`src/rtl/dpq_consts.svh`:
```
// Purpose: shared numbers of the pdu qos mapper, both link ends
// Assumes: 100 MHz clock on both ends
// Notes: times in ms, cycle counts derived in the top modules
`ifndef DPQ_CONSTS_SVH
`define DPQ_CONSTS_SVH
`define DPQ_PDU_LAST 6'h32
`define DPQ_SEG_PAY 6'h31
`define DPQ_CELL_HEC_IDX 6'h04
`define DPQ_CLID_CELL 3'h1
`define DPQ_CLID_PKT 3'h2
`define DPQ_CLK_KHZ 100000
`define DPQ_PTD_MS 5
`define DPQ_PDV_MS 5
`define DPQ_ARQ_MIN_MS 3
`define DPQ_CONN_N 4
`define DPQ_SIG_CONN 2'h0
`define DPQ_FIFO_DEPTH 16
`define DPQ_TS_W 20
`define DPQ_LEN_W 16
`endif

```
`src/rtl/dpq_pkg.sv`:
```
// Purpose: types shared by both link ends
// Assumes: dpq_consts.svh widths
// Notes: one link word carries one pdu byte plus its sideband
`include "dpq_consts.svh"
package dpq_pkg;
  // ---------------------------------------------------------------
  // categories, identifiers, link word
  // ---------------------------------------------------------------
  typedef enum logic [1:0] {
    periodic_real_time_class,
    real_time_class,
    non_real_time_class,
    best_effort_class
  } dpq_cat_t;
  typedef logic [2:0] dpq_clid_t;
  typedef struct packed {
    logic [7:0] data;
    logic first;
    logic last;
    dpq_clid_t clid;
    dpq_cat_t cat;
    logic [1:0] conn;
    logic arq;
    logic [`DPQ_TS_W-1:0] stamp;
  } dpq_word_t;
  typedef enum logic [2:0] {
    ST_IDLE,
    ST_START,
    ST_HDR,
    ST_BODY,
    ST_PAD,
    ST_DRAIN
  } dpq_tx_state_t;
endpackage : dpq_pkg

```
`src/rtl/dpq_link_if.sv`:
```
// Purpose: byte link between the mapper end and the peer end
// Assumes: both ends on clk_i
// Notes: valid/ready handshake, one word per cycle
`timescale 1ns/1ps
interface dpq_link_if;
  import dpq_pkg::*;
  logic valid;
  logic ready;
  dpq_word_t word;
  modport sender(output valid, output word, input ready);
  modport receiver(input valid, input word, output ready);
endinterface : dpq_link_if

```
`src/rtl/dpq_fifo.sv`:
```
// Purpose: small valid/ready fifo
// Assumes: DEPTH a power of two
// Notes: extra pointer bit separates full from empty
`timescale 1ns/1ps
module dpq_fifo #(
  parameter int W = 8,
  parameter int DEPTH = 16
) (
  // clock and reset
  input wire logic clk_i,
  input wire logic arst_n_i,
  // fill side
  input wire logic wr_valid_i,
  input wire logic [W-1:0] wr_data_i,
  output logic wr_ready_o,
  // drain side
  output logic rd_valid_o,
  output logic [W-1:0] rd_data_o,
  input wire logic rd_ready_i
);
  localparam int AW = $clog2(DEPTH);
  logic [W-1:0] mem [DEPTH];
  logic [AW:0] wr_ptr;
  logic [AW:0] rd_ptr;
  logic [AW:0] next_wr_ptr;
  logic [AW:0] next_rd_ptr;
  logic wr_go;
  logic rd_go;

  assign wr_ready_o = !((wr_ptr[AW] != rd_ptr[AW]) && (wr_ptr[AW-1:0] == rd_ptr[AW-1:0]));
  assign rd_valid_o = (wr_ptr != rd_ptr);
  assign rd_data_o = mem[rd_ptr[AW-1:0]];

  always_comb begin
    wr_go = wr_valid_i && wr_ready_o;
    rd_go = rd_valid_o && rd_ready_i;
    next_wr_ptr = wr_go ? wr_ptr + (AW+1)'(1) : wr_ptr;
    next_rd_ptr = rd_go ? rd_ptr + (AW+1)'(1) : rd_ptr;
  end

  always_ff @(posedge clk_i or negedge arst_n_i) begin
    if (!arst_n_i) begin
      wr_ptr <= '0;
      rd_ptr <= '0;
    end else begin
      wr_ptr <= next_wr_ptr;
      rd_ptr <= next_rd_ptr;
    end
  end

  // storage has no reset; nothing reads a slot before it is written
  always_ff @(posedge clk_i) begin
    if (wr_go) begin
      mem[wr_ptr[AW-1:0]] <= wr_data_i;
    end
  end
endmodule : dpq_fifo

```
`src/rtl/dpq_dev_end.sv`:
```
// Purpose: maps convergence layer cells and packets onto fixed pdus
// Assumes: convergence layer holds clid and length through a frame
// Notes: pdus leave through a 16-word fifo onto the link
//
// Contract
// - layer id 0..7, 1 cell, 2 packet
// - every pdu is exactly 51 bytes
// - one cell per pdu, drop check/path fields
// - cell header shortened to three bytes
// - packets segmented on send, reassembled on receive
// - each connection in one of four categories
// - top two categories bounded 5 ms delay
// - retransmission minimum 3 ms within maximum delay
// - no bounded pdu exceeds maximum transfer delay; the code only flags a late pdu on late_o
// - order kept, no pdu before connection open
// - retransmission only uplink, set per connection
// - uplink delay shares sum within system maximum; the code does not check this
// - qos taken per connection, grouped here
// - looser limits allowed, tighter ones not
// - category codes 0 to 3 in order
// - signalling connection never retransmitted
`timescale 1ns/1ps
`include "dpq_consts.svh"
module dpq_dev_end
  import dpq_pkg::*;
#(
  parameter int unsigned PTD_CYC = `DPQ_PTD_MS * `DPQ_CLK_KHZ,
  parameter int unsigned ARQ_MIN_CYC = `DPQ_ARQ_MIN_MS * `DPQ_CLK_KHZ
) (
  // clock and reset
  input wire logic clk_i,
  input wire logic arst_n_i,
  // per-connection setup
  input wire logic cfg_we_i,
  input wire logic [1:0] cfg_conn_i,
  input wire dpq_cat_t cfg_cat_i,
  input wire logic cfg_arq_i,
  input wire logic cfg_open_i,
  input wire logic [`DPQ_TS_W-1:0] cfg_limit_i,
  input wire logic uplink_i,
  output logic cfg_err_o,
  // convergence layer
  input wire logic [`DPQ_CONN_N-1:0] req_i,
  output logic [`DPQ_CONN_N-1:0] grant_o,
  input wire logic in_valid_i,
  output logic in_ready_o,
  input wire logic [7:0] in_data_i,
  input wire logic in_last_i,
  input wire dpq_clid_t in_clid_i,
  input wire logic [`DPQ_LEN_W-1:0] in_len_i,
  // status
  output logic late_o,
  output logic refused_o,
  // link
  dpq_link_if.sender link
);
  localparam logic [`DPQ_TS_W-1:0] PTD_LIM = `DPQ_TS_W'(PTD_CYC);
  localparam logic [`DPQ_TS_W-1:0] ARQ_LIM = `DPQ_TS_W'(ARQ_MIN_CYC);

  // ---------------------------------------------------------------
  // declarations
  // ---------------------------------------------------------------
  dpq_tx_state_t state, next_state;
  logic [1:0] conn, next_conn;
  dpq_clid_t clid, next_clid;
  dpq_cat_t cat, next_cat;
  logic arq, next_arq;
  logic [`DPQ_TS_W-1:0] stamp, next_stamp, now, next_now;
  logic [5:0] out_cnt, next_out_cnt, in_cnt, next_in_cnt, seg_left, next_seg_left;
  logic [`DPQ_LEN_W-1:0] rem, next_rem;
  logic first_seg, next_first_seg, done, next_done;
  logic [3:0] gfc, next_gfc;
  logic late, next_late, cfg_err, next_cfg_err;
  dpq_cat_t cat_tab [`DPQ_CONN_N];
  logic [`DPQ_TS_W-1:0] lim_tab [`DPQ_CONN_N];
  logic [`DPQ_CONN_N-1:0] arq_tab, open_tab;
  logic found;
  logic [1:0] sel;
  logic push, fifo_ready, take, seg_last, end_pdu, is_cell;
  logic [5:0] seg_len;
  dpq_word_t push_word;
  logic [$bits(dpq_word_t)-1:0] pop_raw;

  // ---------------------------------------------------------------
  // connection selector
  // ---------------------------------------------------------------
  // last match wins, so lowest category then lowest connection
  always_comb begin
    found = 1'b0;
    sel = 2'h0;
    for (int k = 3; k >= 0; k--) begin
      for (int i = `DPQ_CONN_N - 1; i >= 0; i--) begin
        if (req_i[i] && open_tab[i] && (2'(cat_tab[i]) == 2'(k))) begin
          found = 1'b1;
          sel = 2'(i);
        end
      end
    end
  end

  assign refused_o = |(req_i & ~open_tab);
  assign grant_o = (state == ST_IDLE) ? '0 : `DPQ_CONN_N'(1) << conn;
  assign is_cell = (clid == `DPQ_CLID_CELL);
  assign seg_last = (rem <= {10'h000, `DPQ_SEG_PAY});
  assign seg_len = seg_last ? rem[5:0] : `DPQ_SEG_PAY;

  // ---------------------------------------------------------------
  // framer
  // ---------------------------------------------------------------
  always_comb begin
    next_state = state;
    next_conn = conn;
    next_clid = clid;
    next_cat = cat;
    next_arq = arq;
    next_stamp = stamp;
    next_out_cnt = out_cnt;
    next_in_cnt = in_cnt;
    next_seg_left = seg_left;
    next_rem = rem;
    next_first_seg = first_seg;
    next_done = done;
    next_gfc = gfc;
    in_ready_o = 1'b0;
    push = 1'b0;
    end_pdu = 1'b0;
    push_word = '0;
    push_word.clid = clid;
    push_word.cat = cat;
    push_word.conn = conn;
    push_word.arq = arq;
    push_word.stamp = stamp;
    push_word.first = (out_cnt == 6'h00);
    push_word.last = (out_cnt == `DPQ_PDU_LAST);
    take = 1'b0;
    unique case (state)
      ST_IDLE: begin
        if (found) begin
          next_conn = sel;
          next_cat = cat_tab[sel];
          next_arq = arq_tab[sel] && uplink_i && (sel != `DPQ_SIG_CONN);
          next_state = ST_START;
        end
      end
      ST_START: begin
        if (in_valid_i) begin
          next_clid = in_clid_i;
          next_rem = in_len_i;
          next_stamp = now;
          next_in_cnt = 6'h00;
          next_out_cnt = 6'h00;
          next_first_seg = 1'b1;
          next_done = 1'b0;
          next_state = (in_clid_i == `DPQ_CLID_CELL) ? ST_BODY : ST_HDR;
        end
      end
      ST_HDR: begin
        push = 1'b1;
        push_word.data = (out_cnt == 6'h00) ? {first_seg, seg_last, 6'h00} : {2'h0, seg_len};
        if (fifo_ready) begin
          next_out_cnt = out_cnt + 6'h01;
          if (out_cnt == 6'h01) begin
            next_seg_left = seg_len;
            next_state = (seg_len == 6'h00) ? ST_PAD : ST_BODY;
          end
        end
      end
      ST_BODY: begin
        in_ready_o = fifo_ready;
        take = in_valid_i && fifo_ready;
        if (is_cell) begin
          // path id and header check are consumed but never sent
          push = take && (in_cnt != 6'h00) && (in_cnt != `DPQ_CELL_HEC_IDX);
          push_word.data = (in_cnt == 6'h01) ? {gfc, in_data_i[3:0]} : in_data_i;
        end else begin
          push = take;
          push_word.data = in_data_i;
        end
        if (take) begin
          next_in_cnt = in_cnt + 6'h01;
          if (in_cnt == 6'h00) begin
            next_gfc = in_data_i[7:4];
          end
          if (!is_cell) begin
            next_rem = rem - 16'h0001;
            next_seg_left = seg_left - 6'h01;
          end
          if (push) begin
            next_out_cnt = out_cnt + 6'h01;
            end_pdu = (out_cnt == `DPQ_PDU_LAST);
          end
          if (in_last_i) begin
            next_done = 1'b1;
            next_state = end_pdu ? ST_IDLE : ST_PAD;
          end else if (end_pdu) begin
            next_state = (is_cell || (rem == 16'h0001)) ? ST_DRAIN : ST_HDR;
            next_out_cnt = 6'h00;
            next_first_seg = 1'b0;
          end else if (!is_cell && (seg_left == 6'h01)) begin
            next_state = ST_PAD;
          end
        end
      end
      ST_PAD: begin
        push = 1'b1;
        push_word.data = 8'h00;
        if (fifo_ready) begin
          next_out_cnt = out_cnt + 6'h01;
          if (out_cnt == `DPQ_PDU_LAST) begin
            next_state = done ? ST_IDLE : ST_DRAIN;
          end
        end
      end
      ST_DRAIN: begin
        in_ready_o = 1'b1;
        if (in_valid_i && in_last_i) begin
          next_state = ST_IDLE;
        end
      end
    endcase
  end

  // bounded categories checked as the last byte leaves
  always_comb begin
    next_now = now + `DPQ_TS_W'(1);
    next_late = link.valid && link.ready && link.word.last
                && (2'(link.word.cat) <= 2'(real_time_class))
                && ((now - link.word.stamp) > lim_tab[link.word.conn]);
    // retransmission needs room for its minimum delay below the limit
    next_cfg_err = cfg_we_i && ((cfg_limit_i < PTD_LIM)
                   || (cfg_arq_i && (cfg_limit_i <= ARQ_LIM)));
  end

  always_ff @(posedge clk_i or negedge arst_n_i) begin
    if (!arst_n_i) begin
      state <= ST_IDLE;
      conn <= 2'h0;
      clid <= 3'h0;
      cat <= best_effort_class;
      arq <= 1'b0;
      stamp <= '0;
      now <= '0;
      out_cnt <= 6'h00;
      in_cnt <= 6'h00;
      seg_left <= 6'h00;
      rem <= 16'h0000;
      first_seg <= 1'b0;
      done <= 1'b0;
      gfc <= 4'h0;
      late <= 1'b0;
      cfg_err <= 1'b0;
    end else begin
      state <= next_state;
      conn <= next_conn;
      clid <= next_clid;
      cat <= next_cat;
      arq <= next_arq;
      stamp <= next_stamp;
      now <= next_now;
      out_cnt <= next_out_cnt;
      in_cnt <= next_in_cnt;
      seg_left <= next_seg_left;
      rem <= next_rem;
      first_seg <= next_first_seg;
      done <= next_done;
      gfc <= next_gfc;
      late <= next_late;
      cfg_err <= next_cfg_err;
    end
  end

  // ---------------------------------------------------------------
  // per-connection table
  // ---------------------------------------------------------------
  always_ff @(posedge clk_i or negedge arst_n_i) begin
    if (!arst_n_i) begin
      arq_tab <= '0;
      open_tab <= '0;
      for (int i = 0; i < `DPQ_CONN_N; i++) begin
        cat_tab[i] <= best_effort_class;
        lim_tab[i] <= PTD_LIM;
      end
    end else if (cfg_we_i) begin
      cat_tab[cfg_conn_i] <= cfg_cat_i;
      arq_tab[cfg_conn_i] <= cfg_arq_i && (cfg_conn_i != `DPQ_SIG_CONN);
      open_tab[cfg_conn_i] <= cfg_open_i;
      lim_tab[cfg_conn_i] <= (cfg_limit_i < PTD_LIM) ? PTD_LIM : cfg_limit_i;
    end
  end

  assign late_o = late;
  assign cfg_err_o = cfg_err;

  // ---------------------------------------------------------------
  // output buffer, single queue keeps pdu order
  // ---------------------------------------------------------------
  dpq_fifo #(
    .W($bits(dpq_word_t)),
    .DEPTH(`DPQ_FIFO_DEPTH)
  ) u_fifo (
    .clk_i(clk_i),
    .arst_n_i(arst_n_i),
    .wr_valid_i(push),
    .wr_data_i(push_word),
    .wr_ready_o(fifo_ready),
    .rd_valid_o(link.valid),
    .rd_data_o(pop_raw),
    .rd_ready_i(link.ready)
  );
  assign link.word = dpq_word_t'(pop_raw);
endmodule : dpq_dev_end

```
`src/flat_wrapper.sv`:
```
// flat-port wrapper written by rule: the top's interface ports become plain ports
module dpq_dev_end_flat import dpq_pkg::*;
#(
  parameter int unsigned PTD_CYC = `DPQ_PTD_MS * `DPQ_CLK_KHZ,
  parameter int unsigned ARQ_MIN_CYC = `DPQ_ARQ_MIN_MS * `DPQ_CLK_KHZ
)
  (clk_i, arst_n_i, cfg_we_i, cfg_conn_i, cfg_cat_i, cfg_arq_i, cfg_open_i, cfg_limit_i, uplink_i, cfg_err_o, req_i, grant_o, in_valid_i, in_ready_o, in_data_i, in_last_i, in_clid_i, in_len_i, late_o, refused_o, link_valid, link_word, link_ready);
  dpq_link_if link_i ();
  input wire logic clk_i;
  input wire logic arst_n_i;
  input wire logic cfg_we_i;
  input wire logic [1:0] cfg_conn_i;
  input wire dpq_cat_t cfg_cat_i;
  input wire logic cfg_arq_i;
  input wire logic cfg_open_i;
  input wire logic [`DPQ_TS_W-1:0] cfg_limit_i;
  input wire logic uplink_i;
  output logic cfg_err_o;
  input wire logic [`DPQ_CONN_N-1:0] req_i;
  output logic [`DPQ_CONN_N-1:0] grant_o;
  input wire logic in_valid_i;
  output logic in_ready_o;
  input wire logic [7:0] in_data_i;
  input wire logic in_last_i;
  input wire dpq_clid_t in_clid_i;
  input wire logic [`DPQ_LEN_W-1:0] in_len_i;
  output logic late_o;
  output logic refused_o;
  output wire logic [$bits(link_i.valid)-1:0] link_valid;
  output wire logic [$bits(link_i.word)-1:0] link_word;
  input wire logic [$bits(link_i.ready)-1:0] link_ready;
  assign link_valid = link_i.valid;
  assign link_word = link_i.word;
  assign link_i.ready = link_ready;
  dpq_dev_end #(.PTD_CYC(PTD_CYC), .ARQ_MIN_CYC(ARQ_MIN_CYC)) u_core (.clk_i(clk_i), .arst_n_i(arst_n_i), .cfg_we_i(cfg_we_i), .cfg_conn_i(cfg_conn_i), .cfg_cat_i(cfg_cat_i), .cfg_arq_i(cfg_arq_i), .cfg_open_i(cfg_open_i), .cfg_limit_i(cfg_limit_i), .uplink_i(uplink_i), .cfg_err_o(cfg_err_o), .req_i(req_i), .grant_o(grant_o), .in_valid_i(in_valid_i), .in_ready_o(in_ready_o), .in_data_i(in_data_i), .in_last_i(in_last_i), .in_clid_i(in_clid_i), .in_len_i(in_len_i), .late_o(late_o), .refused_o(refused_o), .link(link_i));
endmodule
```
`config.mk`:
```
export PLATFORM = sky130hd
export DESIGN_NAME = dpq_dev_end_flat
export DESIGN_NICKNAME = d
export VERILOG_FILES = /design/src/rtl/dpq_pkg.sv /design/src/rtl/dpq_link_if.sv /design/src/rtl/dpq_fifo.sv /design/src/rtl/dpq_dev_end.sv /design/src/flat_wrapper.sv
export VERILOG_INCLUDE_DIRS = /design/src /design/src/rtl
export SDC_FILE = /design/constraint.sdc
export NUM_CORES = 1
export LEC_CHECK = 0
export ABC_CLOCK_PERIOD_IN_PS = 10200
export BUFFER_PORTS_ARGS = -buffer_cell sky130_fd_sc_hd__buf_2
export CORE_MARGIN = 2
export CORE_UTILIZATION = 50
export CTS_BUF_LIST = sky130_fd_sc_hd__clkbuf_4
export DETAILED_ROUTE_END_ITERATION = 7
export GPL_ROUTABILITY_DRIVEN = 0
export GPL_TIMING_DRIVEN = 0
export PLACE_DENSITY_LB_ADDON = 0.3
export SLEW_MARGIN = 20
export SYNTH_ARGS = -nofsm -noshare
export SYNTH_HDL_FRONTEND = slang
export SYNTH_HIERARCHICAL = 1
export SYNTH_SLANG_ARGS = --single-unit
```
`constraint.sdc`:
```
create_clock -name clk_i -period 10.2 [get_ports clk_i]
set_input_delay 1.02 -clock clk_i [delete_from_list [all_inputs] [get_ports clk_i]]
set_output_delay 1.02 -clock clk_i [all_outputs]
set_load 0.05 [all_outputs]
```
Word level (Yosys, flattened, before mapping)
Memory sizes are Yosys's and may differ from the RTL's.
Cells that the tools add are included.
W data, S select, Z words.

operators by class
  magnitude comparators = 12
  reductions and logical operators = 68
  shift-type cells = 1
  eq/ne operators = 42
  muxes and demuxes = 110
  add/sub/neg operators = 8
  bitwise operators = 5

operators with widths
  cell                     number
  $bwmux W80               1
  $mux W20                 4
  $mux W6                  12
  $mux W16                 3
  $mux W3                  15
  $bmux W20 S2             1
  $demux W20 S2            1
  $logic_and A1 B1 Y1      38
  $mux W2                  19
  $mux W1                  33
  $pmux W16 S2             1
  $mux W8                  3
  $pmux W6 S2              2
  $add A20 B1 Y20 const B  1
  $gt A20 B20 Y1           1
  $le A20 B19 Y1 const B   1
  $lt A20 B19 Y1 const B   1
  $sub A20 B20 Y20         1
  $eq A6 B1 Y1 const B     3
  $logic_not A6 Y1         3
  $pmux W3 S6              1
  $pmux W6 S3              1
  $eq A16 B1 Y1 const B    1
  $eq A2 B2 Y1 const B     8
  49 further kinds         91

storage, ports and cells
  flip-flop bits (word level) = 199
  RAM bits = 608
  memories = 1
  input port bits = 64
  word-level logic and storage cells = 275

memories
  name               words  width  read ports  clocked after Yosys merged registers in  wr ports  RTL line        source
  u_core.u_fifo.mem  16     38     1           0                                        1         dpq_fifo.sv:22  logic [W-1:0] mem [DEPTH];

Depth between registers and ports, before layout
Gate-level depths: netlist (run 1).

  depth in word-level cells = 22
  gate-level depth with buffers = 26
  depth with buffers taken out = 22

Modules after synthesis
Netlist (run 1), hierarchy kept.

modules (own cells, without submodules)
  module       seq. area each (um^2)  cells each  area each (um^2)  instances
  dpq_fifo     18507.8                1177        23939.2           1
  dpq_dev_end  4752.1                 1116        10677.7           1

Worst setup path after synthesis (run 1)
No wires, ideal clock.

  path type = reg-to-reg
  start = reg u_core.u_fifo.rd_ptr[1]
  end = mem u_core/u_fifo/mem[1][0] (netlist bit), enable pin
  data required time = 9.672 ns
  path buffers = 3
  setup slack = 4.134 ns
  arrival time = 5.538 ns
  cell stages (with the launch flop) = 14
  library setup time = 0.528 ns
  cell sequence = dfrtp_1 buf_2 xnor2_1 nand4_1 buf_2 nor2_2 inv_1 buf_2 nand2_1 a31oi_1 o21ai_0 nand2_1 nand2_1 nor4_1

on the way
  longest elaborated chain between the ends = 12

RTL lines
  element                            RTL line            source
  start, declared                    dpq_fifo.sv:24      logic [AW:0] rd_ptr;
  start signal, assigned             dpq_fifo.sv:47      rd_ptr <= next_rd_ptr;
  $eq A4 B4 Y1 *                     dpq_fifo.sv:30      assign wr_ready_o = !((wr_ptr[AW] != rd_ptr[AW]) && (wr_ptr[AW-1:0] == rd_ptr[AW-1:0]));
  $logic_and A1 B1 Y1 *              dpq_fifo.sv:30
  $logic_not A1 Y1 *                 dpq_fifo.sv:30
  via u_core.fifo_ready              dpq_dev_end.sv:79   logic push, fifo_ready, take, seg_last, end_pdu, is_cell;
  $logic_and A1 B1 Y1 *              dpq_dev_end.sv:170  take = in_valid_i && fifo_ready;
  $logic_and A1 B1 Y1 (2 in series)  dpq_dev_end.sv:173  push = take && (in_cnt != 6'h00) && (in_cnt != `DPQ_CELL_HEC_IDX);
  $mux W1 *                          dpq_dev_end.sv:171  if (is_cell) begin
  $mux W1 *                          dpq_dev_end.sv:136  unique case (state)
  $pmux W1 S2 *                      dpq_dev_end.sv:136
  via u_core.push                    dpq_dev_end.sv:79
  $logic_and A1 B1 Y1 *              dpq_fifo.sv:35      wr_go = wr_valid_i && wr_ready_o;
  $mux W1 *                          dpq_fifo.sv:53      if (wr_go) begin
  $mux W1 (implied by the code) *    dpq_fifo.sv:54      mem[wr_ptr[AW-1:0]] <= wr_data_i;
  end, declared                      dpq_fifo.sv:22

The timed path passes the listed nets; every way through them passes the cells marked *. The select of a mux whose other input is x is not followed.

Worst setup path in the final report (run 1)
  start = reg u_core.u_fifo.rd_ptr[1]
  end = reg u_core.late, in the netlist u_core/late_o

on the way
  longest elaborated chain between the ends = 7

RTL lines
  element                                                  RTL line            source
  branches (longest 6 deep; another with $mem_v2 Z16 W38)  --
  $logic_and A1 B1 Y1 *                                    dpq_dev_end.sv:228  && ((now - link.word.stamp) > lim_tab[link.word.conn]);
  via u_core.next_late                                     dpq_dev_end.sv:73   logic late, next_late, cfg_err, next_cfg_err;
  end signal, assigned                                     dpq_dev_end.sv:267  late <= next_late;
  end, declared                                            dpq_dev_end.sv:73

Mark *: on every way through the listed nets, which the timed path passes. The select of a mux whose other input is x is not followed.
A chain may end at the register's enable or synchronous reset.

==> metrics.txt, run 1 <==
status finished clean; most common cell after layout, fill and taps aside edfxtp_1; initial antenna violation count 1; vias in the first global route 22340; synthesized flop and latch total 806; Comb pwr share 42.3%; crit path max fanout 10; Congestion Overflow GR 0; WL per Instance 22.66 um; Post-Syn Area 0.03462 mm2; Sw Ratio 39.94%; Die W 267.1 um; maximum clock path buffer count 3; initial core utilization 50.47%; ys flop type edfxtp_1; clock root buffer clkbuf_4; Clk network pwr share 22.3%; layout cells sized above 1 27.08%; TritonCTS Sinks 806; final setup fails 0; Die Y 267.1 um; Setup crit end kind flip-flop; Mapped Cells 2293; largest cells by area after synthesis edfxtp_1, dfrtp_1, mux4_2, mux2i_1, dfstp_2; Hold Fails Final Rpt 0; Via density 5.789; static leakage power 0.01529 uW; Pwr Total 12190 uW; worst r2r src u_core/u_fifo/rd_ptr[1]; H-tree level count 4; Avg Cell Area, Syn 15.10 um2; Cell Pwr Density 305.5 mW/mm2; Core Footprint 0.06859 mm2; Hold Crit Class primary input to flip-flop; Total Routed Length 85.47 mm; Sequential Power Share 35.3%; # IOs 111; maximum number of pins on one net before global-route repair 99; CTS tree built; Die ar. 0.07136 mm2; Worst Max-Slew Pin Slew 1056 ps; internal power 7320 uW; CP arrival 7320 ps; Tmin final 6418 ps; pins over their slew limit 0; post-CTS sizing 0; P&R area growth vs syn 15.25%; RSZ-0062 raised after global routing false; Crit path required time 11100 ps; Ys Warns 6; Startpoint Class flip-flop; maxcap violations 0; Crit. Startpoint u_core/u_fifo/rd_ptr[1]; DP HPWL 59.38 mm; hold_ws 262.7 ps; via count 21840; post-synth top area share 52.74%; Slew HR 29.44%; Post-synth EDFFs 608; first-pass GRT wire length 129.6 mm; total CTS buffers 194; Final period util 62.92%; peak supply drop 237.5 uV; NetSw 4868 uW; most frequent cells in the layout edfxtp_1, clkbuf_4, nand2_1, dfrtp_1, mux2i_1; port bufs 110; row count 96; fill cell count 5315; synth unique cells 82; clk_skew 56.53 ps; Fmax achieved 155.8 MHz; Final TNS setup 0 ps; residual DRC count 0; CTS clk-pin slew, worst paths 70 ps; Tot GR Track Use 24.39%; Syn Nets 2415; sequential fraction of the synthesis area 67.19%; asr flop ratio synth 24.57%; worst-skew pair later-pin latency 1030 ps; critical path class flip-flop to flip-flop; first-pass iteration count of the detailed router 7; Detail Route Antenna Nets 0; HP Start in_len_i[0]; post-synth top area cell edfxtp_1; starting DRC count in detailed routing 2094; Post-layout nets 2796
[cell type report]
class                   instances  area, um2  share of cell area [%]
diodes                          1      2.502                0.006273
inverters                      71      266.5                  0.6680
multi-input cells            1301      10520                   26.38
clock inverters                63      392.9                  0.9848
clock buffers                 299       2245                   5.626
flip-flops and latches        806      23260                   58.30
repair buffers                185       1366                   3.425
plain buffers                 115      674.4                   1.690
well taps                     931       1165                   2.920
[critical path, cell delays in order (launching register included)]
cell and delay, ps:
dfrtp_1 360, buf_2 280, clkbuf_1 740, clkbuf_1 700, o211ai_1 220, nand2_1 200, inv_1 100, ha_1 360
a2111o_1 440, a21oi_1 230, o21ai_1 150, a21oi_1 280, nor2b_1 100, o41a_1 340, xor2_1 150, ha_1 300
nand4_1 170, nor4_1 470, o21ai_0 260, o211ai_1 140, a21oi_1 90, a211oi_1 200
[state kept, by name (all words and copies together) (netlist names), 2 cells and up]
signal / cells
u_core/state: 3
u_core/u_fifo/wr_ptr: 5
u_core/seg_left: 6
u_core/u_fifo/mem: 608
u_core/cat_tab: 8
u_core/rem: 16
u_core/in_cnt: 6
u_core/arq_tab: 3
u_core/stamp: 20
u_core/now: 20
u_core/u_fifo/rd_ptr: 5
u_core/conn: 2
u_core/open_tab: 4
u_core/clid: 3
u_core/gfc: 4
u_core/lim_tab: 80
u_core/out_cnt: 6
u_core/cat: 2
[synthesized netlist by cell type (14+ instances only)]
cell type  instances
clkbuf_1          62
xor2_1            14
nand3_1           29
nor2b_1           20
nand4_1           17
dfrtp_1          160
o211ai_1          45
nand2_1          196
o21ai_0          134
a221oi_1          39
edfxtp_1         608
nor2_1            81
buf_2             23
xnor2_1           37
mux4_2            96
a22oi_1           49
ha_1              57
nor3_1            39
dfstp_2           38
inv_1             71
o21ai_1           39
a21oi_1           49
mux2i_1          156
mux2_2            50
[power groups by stage]
stage	Sequential (uW)	Combinational [uW]	Clock, uW
floorplan	4280	3590	0
global placement	4360	4940	0
detailed placement	4370	5130	0
CTS	4300	5150	2790
global route	4350	5530	2980
finish	4310	5160	2720
[per-stage QoR]
stage	worst slack, ps	cells	util [%]	instance area, um2
CTS	3809	3771	58.15	39880
global route	3528	3772	58.17	39890
detailed placement	3880	3408	54.29	37240
global placement	-855.9	3334	52.97	36330
finish	3782	3772	58.17	39890
floorplan	4134	2293	-	34620
[routing by layer]
metal | wire length, um | track usage [%] | vias to the layer above | share of wire (%)
met5 | 0 | 0 | - | 0
met4 | 2232 | 9.019 | 0 | 2.6
met3 | 5868 | 5.259 | 145 | 6.9
met2 | 43280 | 41.01 | 923 | 51
met1 | 34090 | 31.27 | 10990 | 40
li1 | - | - | 9777 | -
[repair_timing]
item,CTS,global route
buffers inserted,0,0
endpoints found under the hold margin,11,0
hold buffers,1,0
[logic make-up (layout without fill, tap and decap cells)]
| logic type | Yosys count | count (layout) | synth area share, % |
|---|---|---|---|
| compound gates | 432 | 432 | 7.973 |
| xor+xnor | 51 | 51 | 1.290 |
| fa+ha+maj | 58 | 58 | 2.118 |
| buf+inv | 186 | 733 | 2.718 |
| flops | 806 | 806 | 67.19 |
| mux | 303 | 303 | 12.43 |
| other cells | 0 | 1 | 0 |
| simple gates | 457 | 457 | 6.282 |
[worst paths after layout]
path                                 endpoint  slack (ps)  cells past startpoint
hold / removal                  u_core/rem[0]         260                      3
min in group asynchronous       u_core/gfc[1]         430                      2
hold reg to reg            u_core/lim_tab[32]         480                      2
setup reg to reg                u_core/late_o        3780                     21
setup / recovery                u_core/late_o        3780                     21
max in group asynchronous  u_core/lim_tab[73]        8580                      4
Note: power is estimated with default switching activity, not from simulation.
==> run 2, diff against run 1 <==
--- a/config.mk
+++ b/config.mk
@@ -6,7 +6,8 @@
 export SDC_FILE = /design/constraint.sdc
 export NUM_CORES = 1
 export LEC_CHECK = 0
-export ABC_CLOCK_PERIOD_IN_PS = 10200
+export ABC_AREA = 1
+export ABC_CLOCK_PERIOD_IN_PS = 6000
 export BUFFER_PORTS_ARGS = -buffer_cell sky130_fd_sc_hd__buf_2
 export CORE_MARGIN = 2
 export CORE_UTILIZATION = 50
==> constraint.sdc (replaced) <==
create_clock -name clk_i -period 6 [get_ports clk_i]
set_input_delay 0.6 -clock clk_i [delete_from_list [all_inputs] [get_ports clk_i]]
set_output_delay 0.6 -clock clk_i [all_outputs]
set_load 0.05 [all_outputs]
==> run 2 against run 1 <==
Against the previous run:
- global-route usage rose by 2.3 points
- final cell count rose by 34%
- first-iteration DRC count rose by 19%
- via count rose by 26%
- non-clock buffer count rose by 54
- flip-flop and latch count rose by 1
- critical path type unchanged
- largest cell class unchanged
==> metrics.txt, run 2 <==
vias in the first global route 27030 (was 22340); Die W 272.2 um (was 267.1 um); placed instance count 4643 (was 3408); final setup fails 0 (unchanged); RSZ-0062 raised after global routing false (unchanged); Congestion Overflow GR 0 (unchanged); Die Y 272.2 um (was 267.1 um); starting DRC count in detailed routing 2493 (was 2094); maximum number of pins on one net before global-route repair 74 (was 99); Crit path required time 6890 ps (was 11100 ps); clk_skew 58.11 ps (was 56.53 ps); CP arrival 6650 ps (was 7320 ps); Slew HR 36.38% (was 29.44%); area of the multi-input gates 0.01121 mm2 (was 0.01052 mm2); initial antenna violation count 2 (was 1); Post-Syn Area 0.03598 mm2 (was 0.03462 mm2); post-synthesis mux area share 0% (was 12.43%); Mapped Cells 3561 (was 2293); critical path class flip-flop to flip-flop (unchanged); post-synth top area cell edfxtp_1 (unchanged); Pwr Total 21640 uW (was 12190 uW); layout cells sized above 1 15.17% (was 27.08%); static leakage power 0.01677 uW (was 0.01529 uW); pins over their slew limit 0 (unchanged); crit-path cells inv_2 > buf_6 > buf_1 > o21ai_0 > nand3_1 > nand3_1 > nand2_1 > inv_1 > ha_1 > nand2_1 > nor3_1 > nand2_1 > o211a_1 > o21ai_1 > a21o_1 > a31oi_1 > o21ai_1 > xor2_1 > ha_1 > nand4_1 > nor4_1 > a311oi_1 > nand2_1 > inv_1 (was buf_2 > clkbuf_1 > clkbuf_1 > o211ai_1 > nand2_1 > inv_1 > ha_1 > a2111o_1 > a21oi_1 > o21ai_1 > a21oi_1 > nor2b_1 > o41a_1 > xor2_1 > ha_1 > nand4_1 > nor4_1 > o21ai_0 > o211ai_1 > a21oi_1 > a211oi_1); Via density 5.449 (was 5.789); Hold Crit Class primary input to async pin (was primary input to flip-flop); TritonCTS Sinks 807 (was 806); family with the most delay on the worst path simple AND/OR/NAND/NOR gates (was compound AO/OA/AOI/OAI gates); H-tree level count 4 (unchanged); sequential fraction of the synthesis area 64.72% (was 67.19%); Final Util 57.98% (was 58.17%); first-pass iteration count of the detailed router 6 (was 7); via count 27450 (was 21840); Worst Path Buf+Inv 5 (was 4); Most common cell on crit path nand2_1 (was a21oi_1); port bufs 110 (unchanged); Die ar. 0.07411 mm2 (was 0.07136 mm2); Crit. Startpoint u_core/u_fifo/rd_ptr[0] (was u_core/u_fifo/rd_ptr[1]); initial core utilization 50.41% (was 50.47%); most common cell after layout, fill and taps aside nand2_1 (was edfxtp_1); DP HPWL 67.79 mm (was 59.38 mm); P&R area growth vs syn 15.01% (was 15.25%); max reg flops 608 (unchanged); asr flop ratio synth 24.66% (was 24.57%); residual DRC count 0 (unchanged); clock root buffer clkbuf_4 (unchanged); XOR/XNOR Fraction of Synth Area 1.096% (was 1.290%); CTS clk-pin slew, worst paths 70 ps (about the same); ys flop type edfxtp_1 (unchanged); row count 98 (was 96); Final period util 95.95% (was 62.92%); Startpoint Class flip-flop (unchanged); post-synth top area share 50.75% (was 52.74%); Post-layout nets 4071 (was 2796); crit path max-delay cell type buf_1 (was clkbuf_1); Non-Filler Instances 5038 (was 3772); crit path max fanout 10 (unchanged); synthesized flop and latch total 807 (was 806); adder-cell share of the synthesized area 2.038% (was 2.118%); synth unique cells 58 (was 82); Total Routed Length 98.70 mm (was 85.47 mm); peak supply drop 400.8 uV (was 237.5 uV); maximum clock path buffer count 3 (unchanged); CTS tree built (unchanged); worst-skew pair later-pin latency 1040 ps (was 1030 ps); Core Footprint 0.07136 mm2 (was 0.06859 mm2); Avg Cell Area, Syn 10.10 um2 (was 15.10 um2); # IOs 111 (unchanged); CP peak stage delay 740 ps (about the same); post-synthesis compound-gate area fraction 9.077% (was 7.973%); Ys Warns 6 (unchanged); Tot GR Track Use 26.68% (was 24.39%); total CTS buffers 198 (was 194); Syn Nets 3683 (was 2415); first-pass GRT wire length 150.4 mm (was 129.6 mm); largest cells by area after synthesis edfxtp_1, dfrtp_1, nand2_1, nor2_1, o21ai_0 (was edfxtp_1, dfrtp_1, mux4_2, mux2i_1, dfstp_2); Setup Buffers After CTS 0 (unchanged); Cell Pwr Density 523.1 mW/mm2 (was 305.5 mW/mm2); Hold Fails Final Rpt 0 (unchanged); most frequent cells in the layout nand2_1, edfxtp_1, nor2_1, o21ai_0, clkbuf_4 (was edfxtp_1, clkbuf_4, nand2_1, dfrtp_1, mux2i_1); Setup crit end kind flip-flop (unchanged); Post-synth EDFFs 608 (unchanged); area occupied by registers 0.02328 mm2 (was 0.02326 mm2); worst r2r src u_core/u_fifo/rd_ptr[0] (was u_core/u_fifo/rd_ptr[1]); top-count cell post-synth nand2_1 (was edfxtp_1); area share of and/or/nand/nor cells after synthesis 18.56% (was 6.282%); maxcap violations 0 (unchanged); status finished clean (unchanged); Detail Route Antenna Nets 0 (unchanged); Tmin final 5757 ps (was 6418 ps); WL per Instance 19.59 um (was 22.66 um); fill cell count 6031 (was 5315); Fmax achieved 173.7 MHz (was 155.8 MHz); main combinational cell family by area after synthesis simple AND/OR/NAND/NOR gates (was multiplexers); Worst Max-Slew Pin Slew 954.3 ps (was 1056 ps); Commonest cells post-synth nand2_1, edfxtp_1, nor2_1 (was edfxtp_1, nand2_1, dfrtp_1)
## run 2: cell count changes after synthesis, sizes merged, moves of 39 or more
cell / delta
a21oi: +41
o21ai: +273
a221oi: -39
nor2: +445
a22oi: -45
mux2i: -156
mux2: -51
mux4: -96
nand3: +147
inv: +142
o211ai: -40
nand2: +690
## run 2: what timing repair did
action	4_1_cts	5_1_grt
hold endpoints to repair	255	0
resized for setup	0	4
hold buffers	56	0
endpoints found under the setup margin	0	1
## run 2: report_power, final
part           switching (uW)  internal [uW]
sequential                472           6760
clock                    2150           2280
combinational            7190           2790
## run 2: path summary, 6_finish.rpt
path	slack [ps]	end	cells past startpoint
hold reg to reg	480	u_core/lim_tab[20]	2
min in group clk_i	170	u_core/u_fifo/mem[9][32]	3
setup reg to reg	240	u_core/late_o	24
setup / recovery	240	u_core/late_o	24
max in group asynchronous	4740	u_core/cat[0]	4
hold / removal	150	u_core/now[13]	2
## run 2: cells by family (layout without fill, tap and decap cells)
| logic type | count (synthesis) | count (layout) |
|---|---|---|
| compound gates | 613 | 613 |
| xor+xnor | 45 | 45 |
| fa+ha+maj | 58 | 58 |
| buf+inv | 386 | 912 |
| flops | 807 | 807 |
| other cells | 0 | 1 |
| simple gates | 1652 | 1652 |
## run 2: through the flow
step                      cell area [um2]  hold slack [ps]  setup slack, ps  TNS [ps]
after floorplan                     35980            304.4             1563         0
after global placement              37710            464.7           -376.2    -54210
after detailed placement            38340            467.8            306.1         0
after CTS                           41350            53.89            267.8         0
after global routing                41380            117.2          0.07150         0
final                               41380            152.8            242.8         0
## run 2: layer usage
metal / global-route usage, % / wire (um) / up-vias
li1: - / - / 12990
met1: 33.63 / 39110 / 13060
met2: 44.96 / 48070 / 1195
met3: 5.528 / 8441 / 205
met4: 11.05 / 3089 / 0
met5: 0 / 0 / -
## run 2: cell type report
| type | count | share of cell area (%) |
|---|---|---|
| Tap cell | 950 | 2.873 |
| Inverter | 220 | 1.996 |
| Multi-Input combinational cell | 2368 | 27.10 |
| Timing Repair Buffer | 188 | 3.901 |
| Buffer | 166 | 1.929 |
| Sequential cell | 807 | 56.27 |
| Clock buffer | 288 | 5.225 |
| Clock inverter | 50 | 0.6985 |
| Antenna cell | 1 | 0.006048 |
## run 2: worst reg2reg max path, stage by stage (launching register included)
cell      delay (ps)
dfrtp_1          430
inv_2            210
buf_6            250
buf_1            740
o21ai_0          230
nand3_1          110
nand3_1           80
nand2_1          240
inv_1             80
ha_1             350
nand2_1           90
nor3_1           140
nand2_1           70
o211a_1          140
o21ai_1          240
a21o_1           210
a31oi_1          150
o21ai_1          220
xor2_1           100
ha_1             330
nand4_1          160
nor4_1           600
a311oi_1         270
nand2_1          140
inv_1             70
==> run 3, diff against run 2 <==
--- a/config.mk
+++ b/config.mk
@@ -9,7 +9,7 @@
 export ABC_AREA = 1
 export ABC_CLOCK_PERIOD_IN_PS = 6000
 export BUFFER_PORTS_ARGS = -buffer_cell sky130_fd_sc_hd__buf_2
-export CORE_MARGIN = 2
+export CORE_MARGIN = 10
 export CORE_UTILIZATION = 50
 export CTS_BUF_LIST = sky130_fd_sc_hd__clkbuf_4
 export DETAILED_ROUTE_END_ITERATION = 7
==> run 3 against run 2 <==
Against the previous run:
- final area grew 0.77%
- global-route usage shrank 2.8 points
- largest power group unchanged
- critical path depth unchanged
- final cell count is 0.71% higher
==> metrics.txt, run 3 (synthesis results as in run 2) <==
Via density 5.438 (was 5.449); placed instance count 4646 (was 4643); Final period util 96.09% (was 95.95%); first-pass GRT wire length 151.7 mm (was 150.4 mm); vias in the first global route 26860 (was 27030); Setup crit end kind flip-flop (unchanged); max reg flops 608 (unchanged); Fmax achieved 173.4 MHz (was 173.7 MHz); Detail Route Antenna Nets 0 (unchanged); most common cell after layout, fill and taps aside nand2_1 (unchanged); Hold Fails Final Rpt 0 (unchanged); CP arrival 6650 ps (about the same); Total Routed Length 99.89 mm (was 98.70 mm); final setup fails 0 (unchanged); # IOs 111 (unchanged); P&R area growth vs syn 15.90% (was 15.01%); Sequential Power Share 33.0% (was 33.4%); starting DRC count in detailed routing 2510 (was 2493); residual DRC count 0 (unchanged); TritonCTS Sinks 807 (unchanged); RSZ-0062 raised after global routing false (unchanged); Die Y 288.2 um (was 272.2 um); maximum clock path buffer count 3 (unchanged); Congestion Overflow GR 0 (unchanged); pins over their slew limit 0 (unchanged); GRT met2 Usage 40.73% (was 44.96%); NetSw 9920 uW (was 9811 uW); DP HPWL 68.72 mm (was 67.79 mm); maximum number of pins on one net before global-route repair 96 (was 74); critical path class flip-flop to flip-flop (unchanged); Non-Filler Instances 5074 (was 5038); Die W 288.2 um (was 272.2 um); most frequent cells in the layout nand2_1, edfxtp_1, nor2_1, o21ai_0, clkbuf_4 (unchanged); first-pass iteration count of the detailed router 5 (was 6); fill cell count 6019 (was 6031); total CTS buffers 199 (was 198); met3 GRT Util 4.967% (was 5.528%); global route hottest layer met2 (unchanged); H-tree level count 4 (unchanged); worst setup margin 234.3 ps (was 242.8 ps); Slew HR 25.28% (was 36.38%); peak supply drop 450.9 uV (was 400.8 uV); Startpoint Class flip-flop (unchanged); internal power 11960 uW (was 11830 uW); final instance area 0.04170 mm2 (was 0.04138 mm2); Sw Ratio 45.35% (was 45.33%); initial core utilization 50.41% (unchanged); WL per Instance 19.69 um (was 19.59 um); row count 98 (unchanged); static leakage power 0.01691 uW (was 0.01677 uW); CTS tree built (unchanged); Place WS 415.1 ps (was 306.1 ps); status finished clean (unchanged); Setup Buffers After CTS 0 (unchanged); hold_ws 150.4 ps (was 152.8 ps); clk_skew 64.66 ps (was 58.11 ps); Post-layout nets 4076 (was 4071); M1 GR Usage 29.78% (was 33.63%); port bufs 110 (unchanged); clock root buffer clkbuf_4 (unchanged); Comb pwr share 46.0% (was 46.1%); Hold Crit Class primary input to flip-flop (was primary input to async pin); crit path max fanout 10 (unchanged); DP Area 0.03850 mm2 (was 0.03834 mm2); Crit path required time 6880 ps (was 6890 ps); initial antenna violation count 1 (was 2); via count 27590 (was 27450); layout cells sized above 1 15.09% (was 15.17%); Core Footprint 0.07136 mm2 (unchanged); Cell Pwr Density 524.6 mW/mm2 (was 523.1 mW/mm2); Tmin final 5766 ps (was 5757 ps); maxcap violations 0 (unchanged); Clk network pwr share 20.9% (was 20.5%); worst-skew pair later-pin latency 1050 ps (was 1040 ps); CTS clk-pin slew, worst paths 70 ps (about the same); Die ar. 0.08308 mm2 (was 0.07411 mm2); Worst Max-Slew Pin Slew 1109 ps (was 954.3 ps); Tot GR Track Use 23.88% (was 26.68%)
## run 3: changes by cell type in the layout (fill, tap and decap cells not counted), sizes merged
cell / previous run / this run
buf: 219 / 223
inv: 219 / 214
dlygate4sd3: 56 / 57
clkinvlp: 4 / 3
clkinv: 45 / 76
clkbuf: 367 / 372
bufinv: 2 / 3
## run 3: critical path: stages (launching register included)
cell	delay (ps)
dfrtp_1	400
inv_2	230
buf_6	250
clkbuf_1	680
o21ai_0	200
nand3_1	110
nand3_1	90
nand2_1	240
inv_1	70
ha_1	370
a21oi_1	140
nand2_1	110
nand2_1	100
o211a_1	180
o21ai_1	120
a21o_1	220
a31oi_1	300
o21ai_1	140
xor2_1	170
ha_1	330
nand4_1	180
nor4_1	540
a311oi_1	230
nand2_1	120
inv_1	70
## run 3: cell type report
cell class | instances | area (um2) | share of cell area [%]
Antenna cell | 1 | 2.502 | 0.006001
Buffer | 165 | 792.0 | 1.899
Clock buffer | 294 | 2207 | 5.293
Clock inverter | 76 | 397.9 | 0.9542
Inverter | 220 | 825.8 | 1.980
Multi-Input combinational cell | 2368 | 11200 | 26.87
Sequential cell | 807 | 23280 | 55.84
Tap cell | 950 | 1189 | 2.851
Timing Repair Buffer | 193 | 1794 | 4.303
## run 3: per-stage QoR
stage,utilization (%),power (uW),setup TNS (ps)
detailed placement,53.94,17230,0
finish,58.43,21880,0
global placement,52.85,16950,-206610
CTS,58.42,21880,0
floorplan,-,13820,0
global route,58.43,23240,0
## run 3: power by group through the flow
stage                     clock (uW)  sequential [uW]  combinational (uW)
after global placement             0             7330                9620
after detailed placement           0             7330                9900
after global routing            4980             7290               11000
after CTS                       4680             7220                9990
after floorplan                    0             7160                6670
final                           4580             7230               10100
## run 3: metal layers
layer | up-vias | wire length, um
met5 | - | 0
met4 | 0 | 2545
met3 | 199 | 7857
met2 | 1177 | 49190
met1 | 13190 | 40300
li1 | 13020 | -
## run 3: worst paths after layout
kind                                          from                   endpoint  slack (ps)  depth (start not counted)
max                        u_core/u_fifo/rd_ptr[0]              u_core/late_o         230                         24
min                                   in_data_i[3]  u_core/u_fifo/mem[14][33]         150                          3
max in group asynchronous                 arst_n_i             u_core/rem[12]        4630                          4
min reg2reg                     u_core/lim_tab[12]         u_core/lim_tab[12]         480                          2
min in group asynchronous                 arst_n_i         u_core/lim_tab[60]         560                          3
max reg2reg                u_core/u_fifo/rd_ptr[0]              u_core/late_o         230                         24
## run 3: timing repair
item,CTS,global route
hold endpoints to repair,309,0
hold buffers,58,0
setup endpoints to repair,0,1
gates resized for setup,0,0
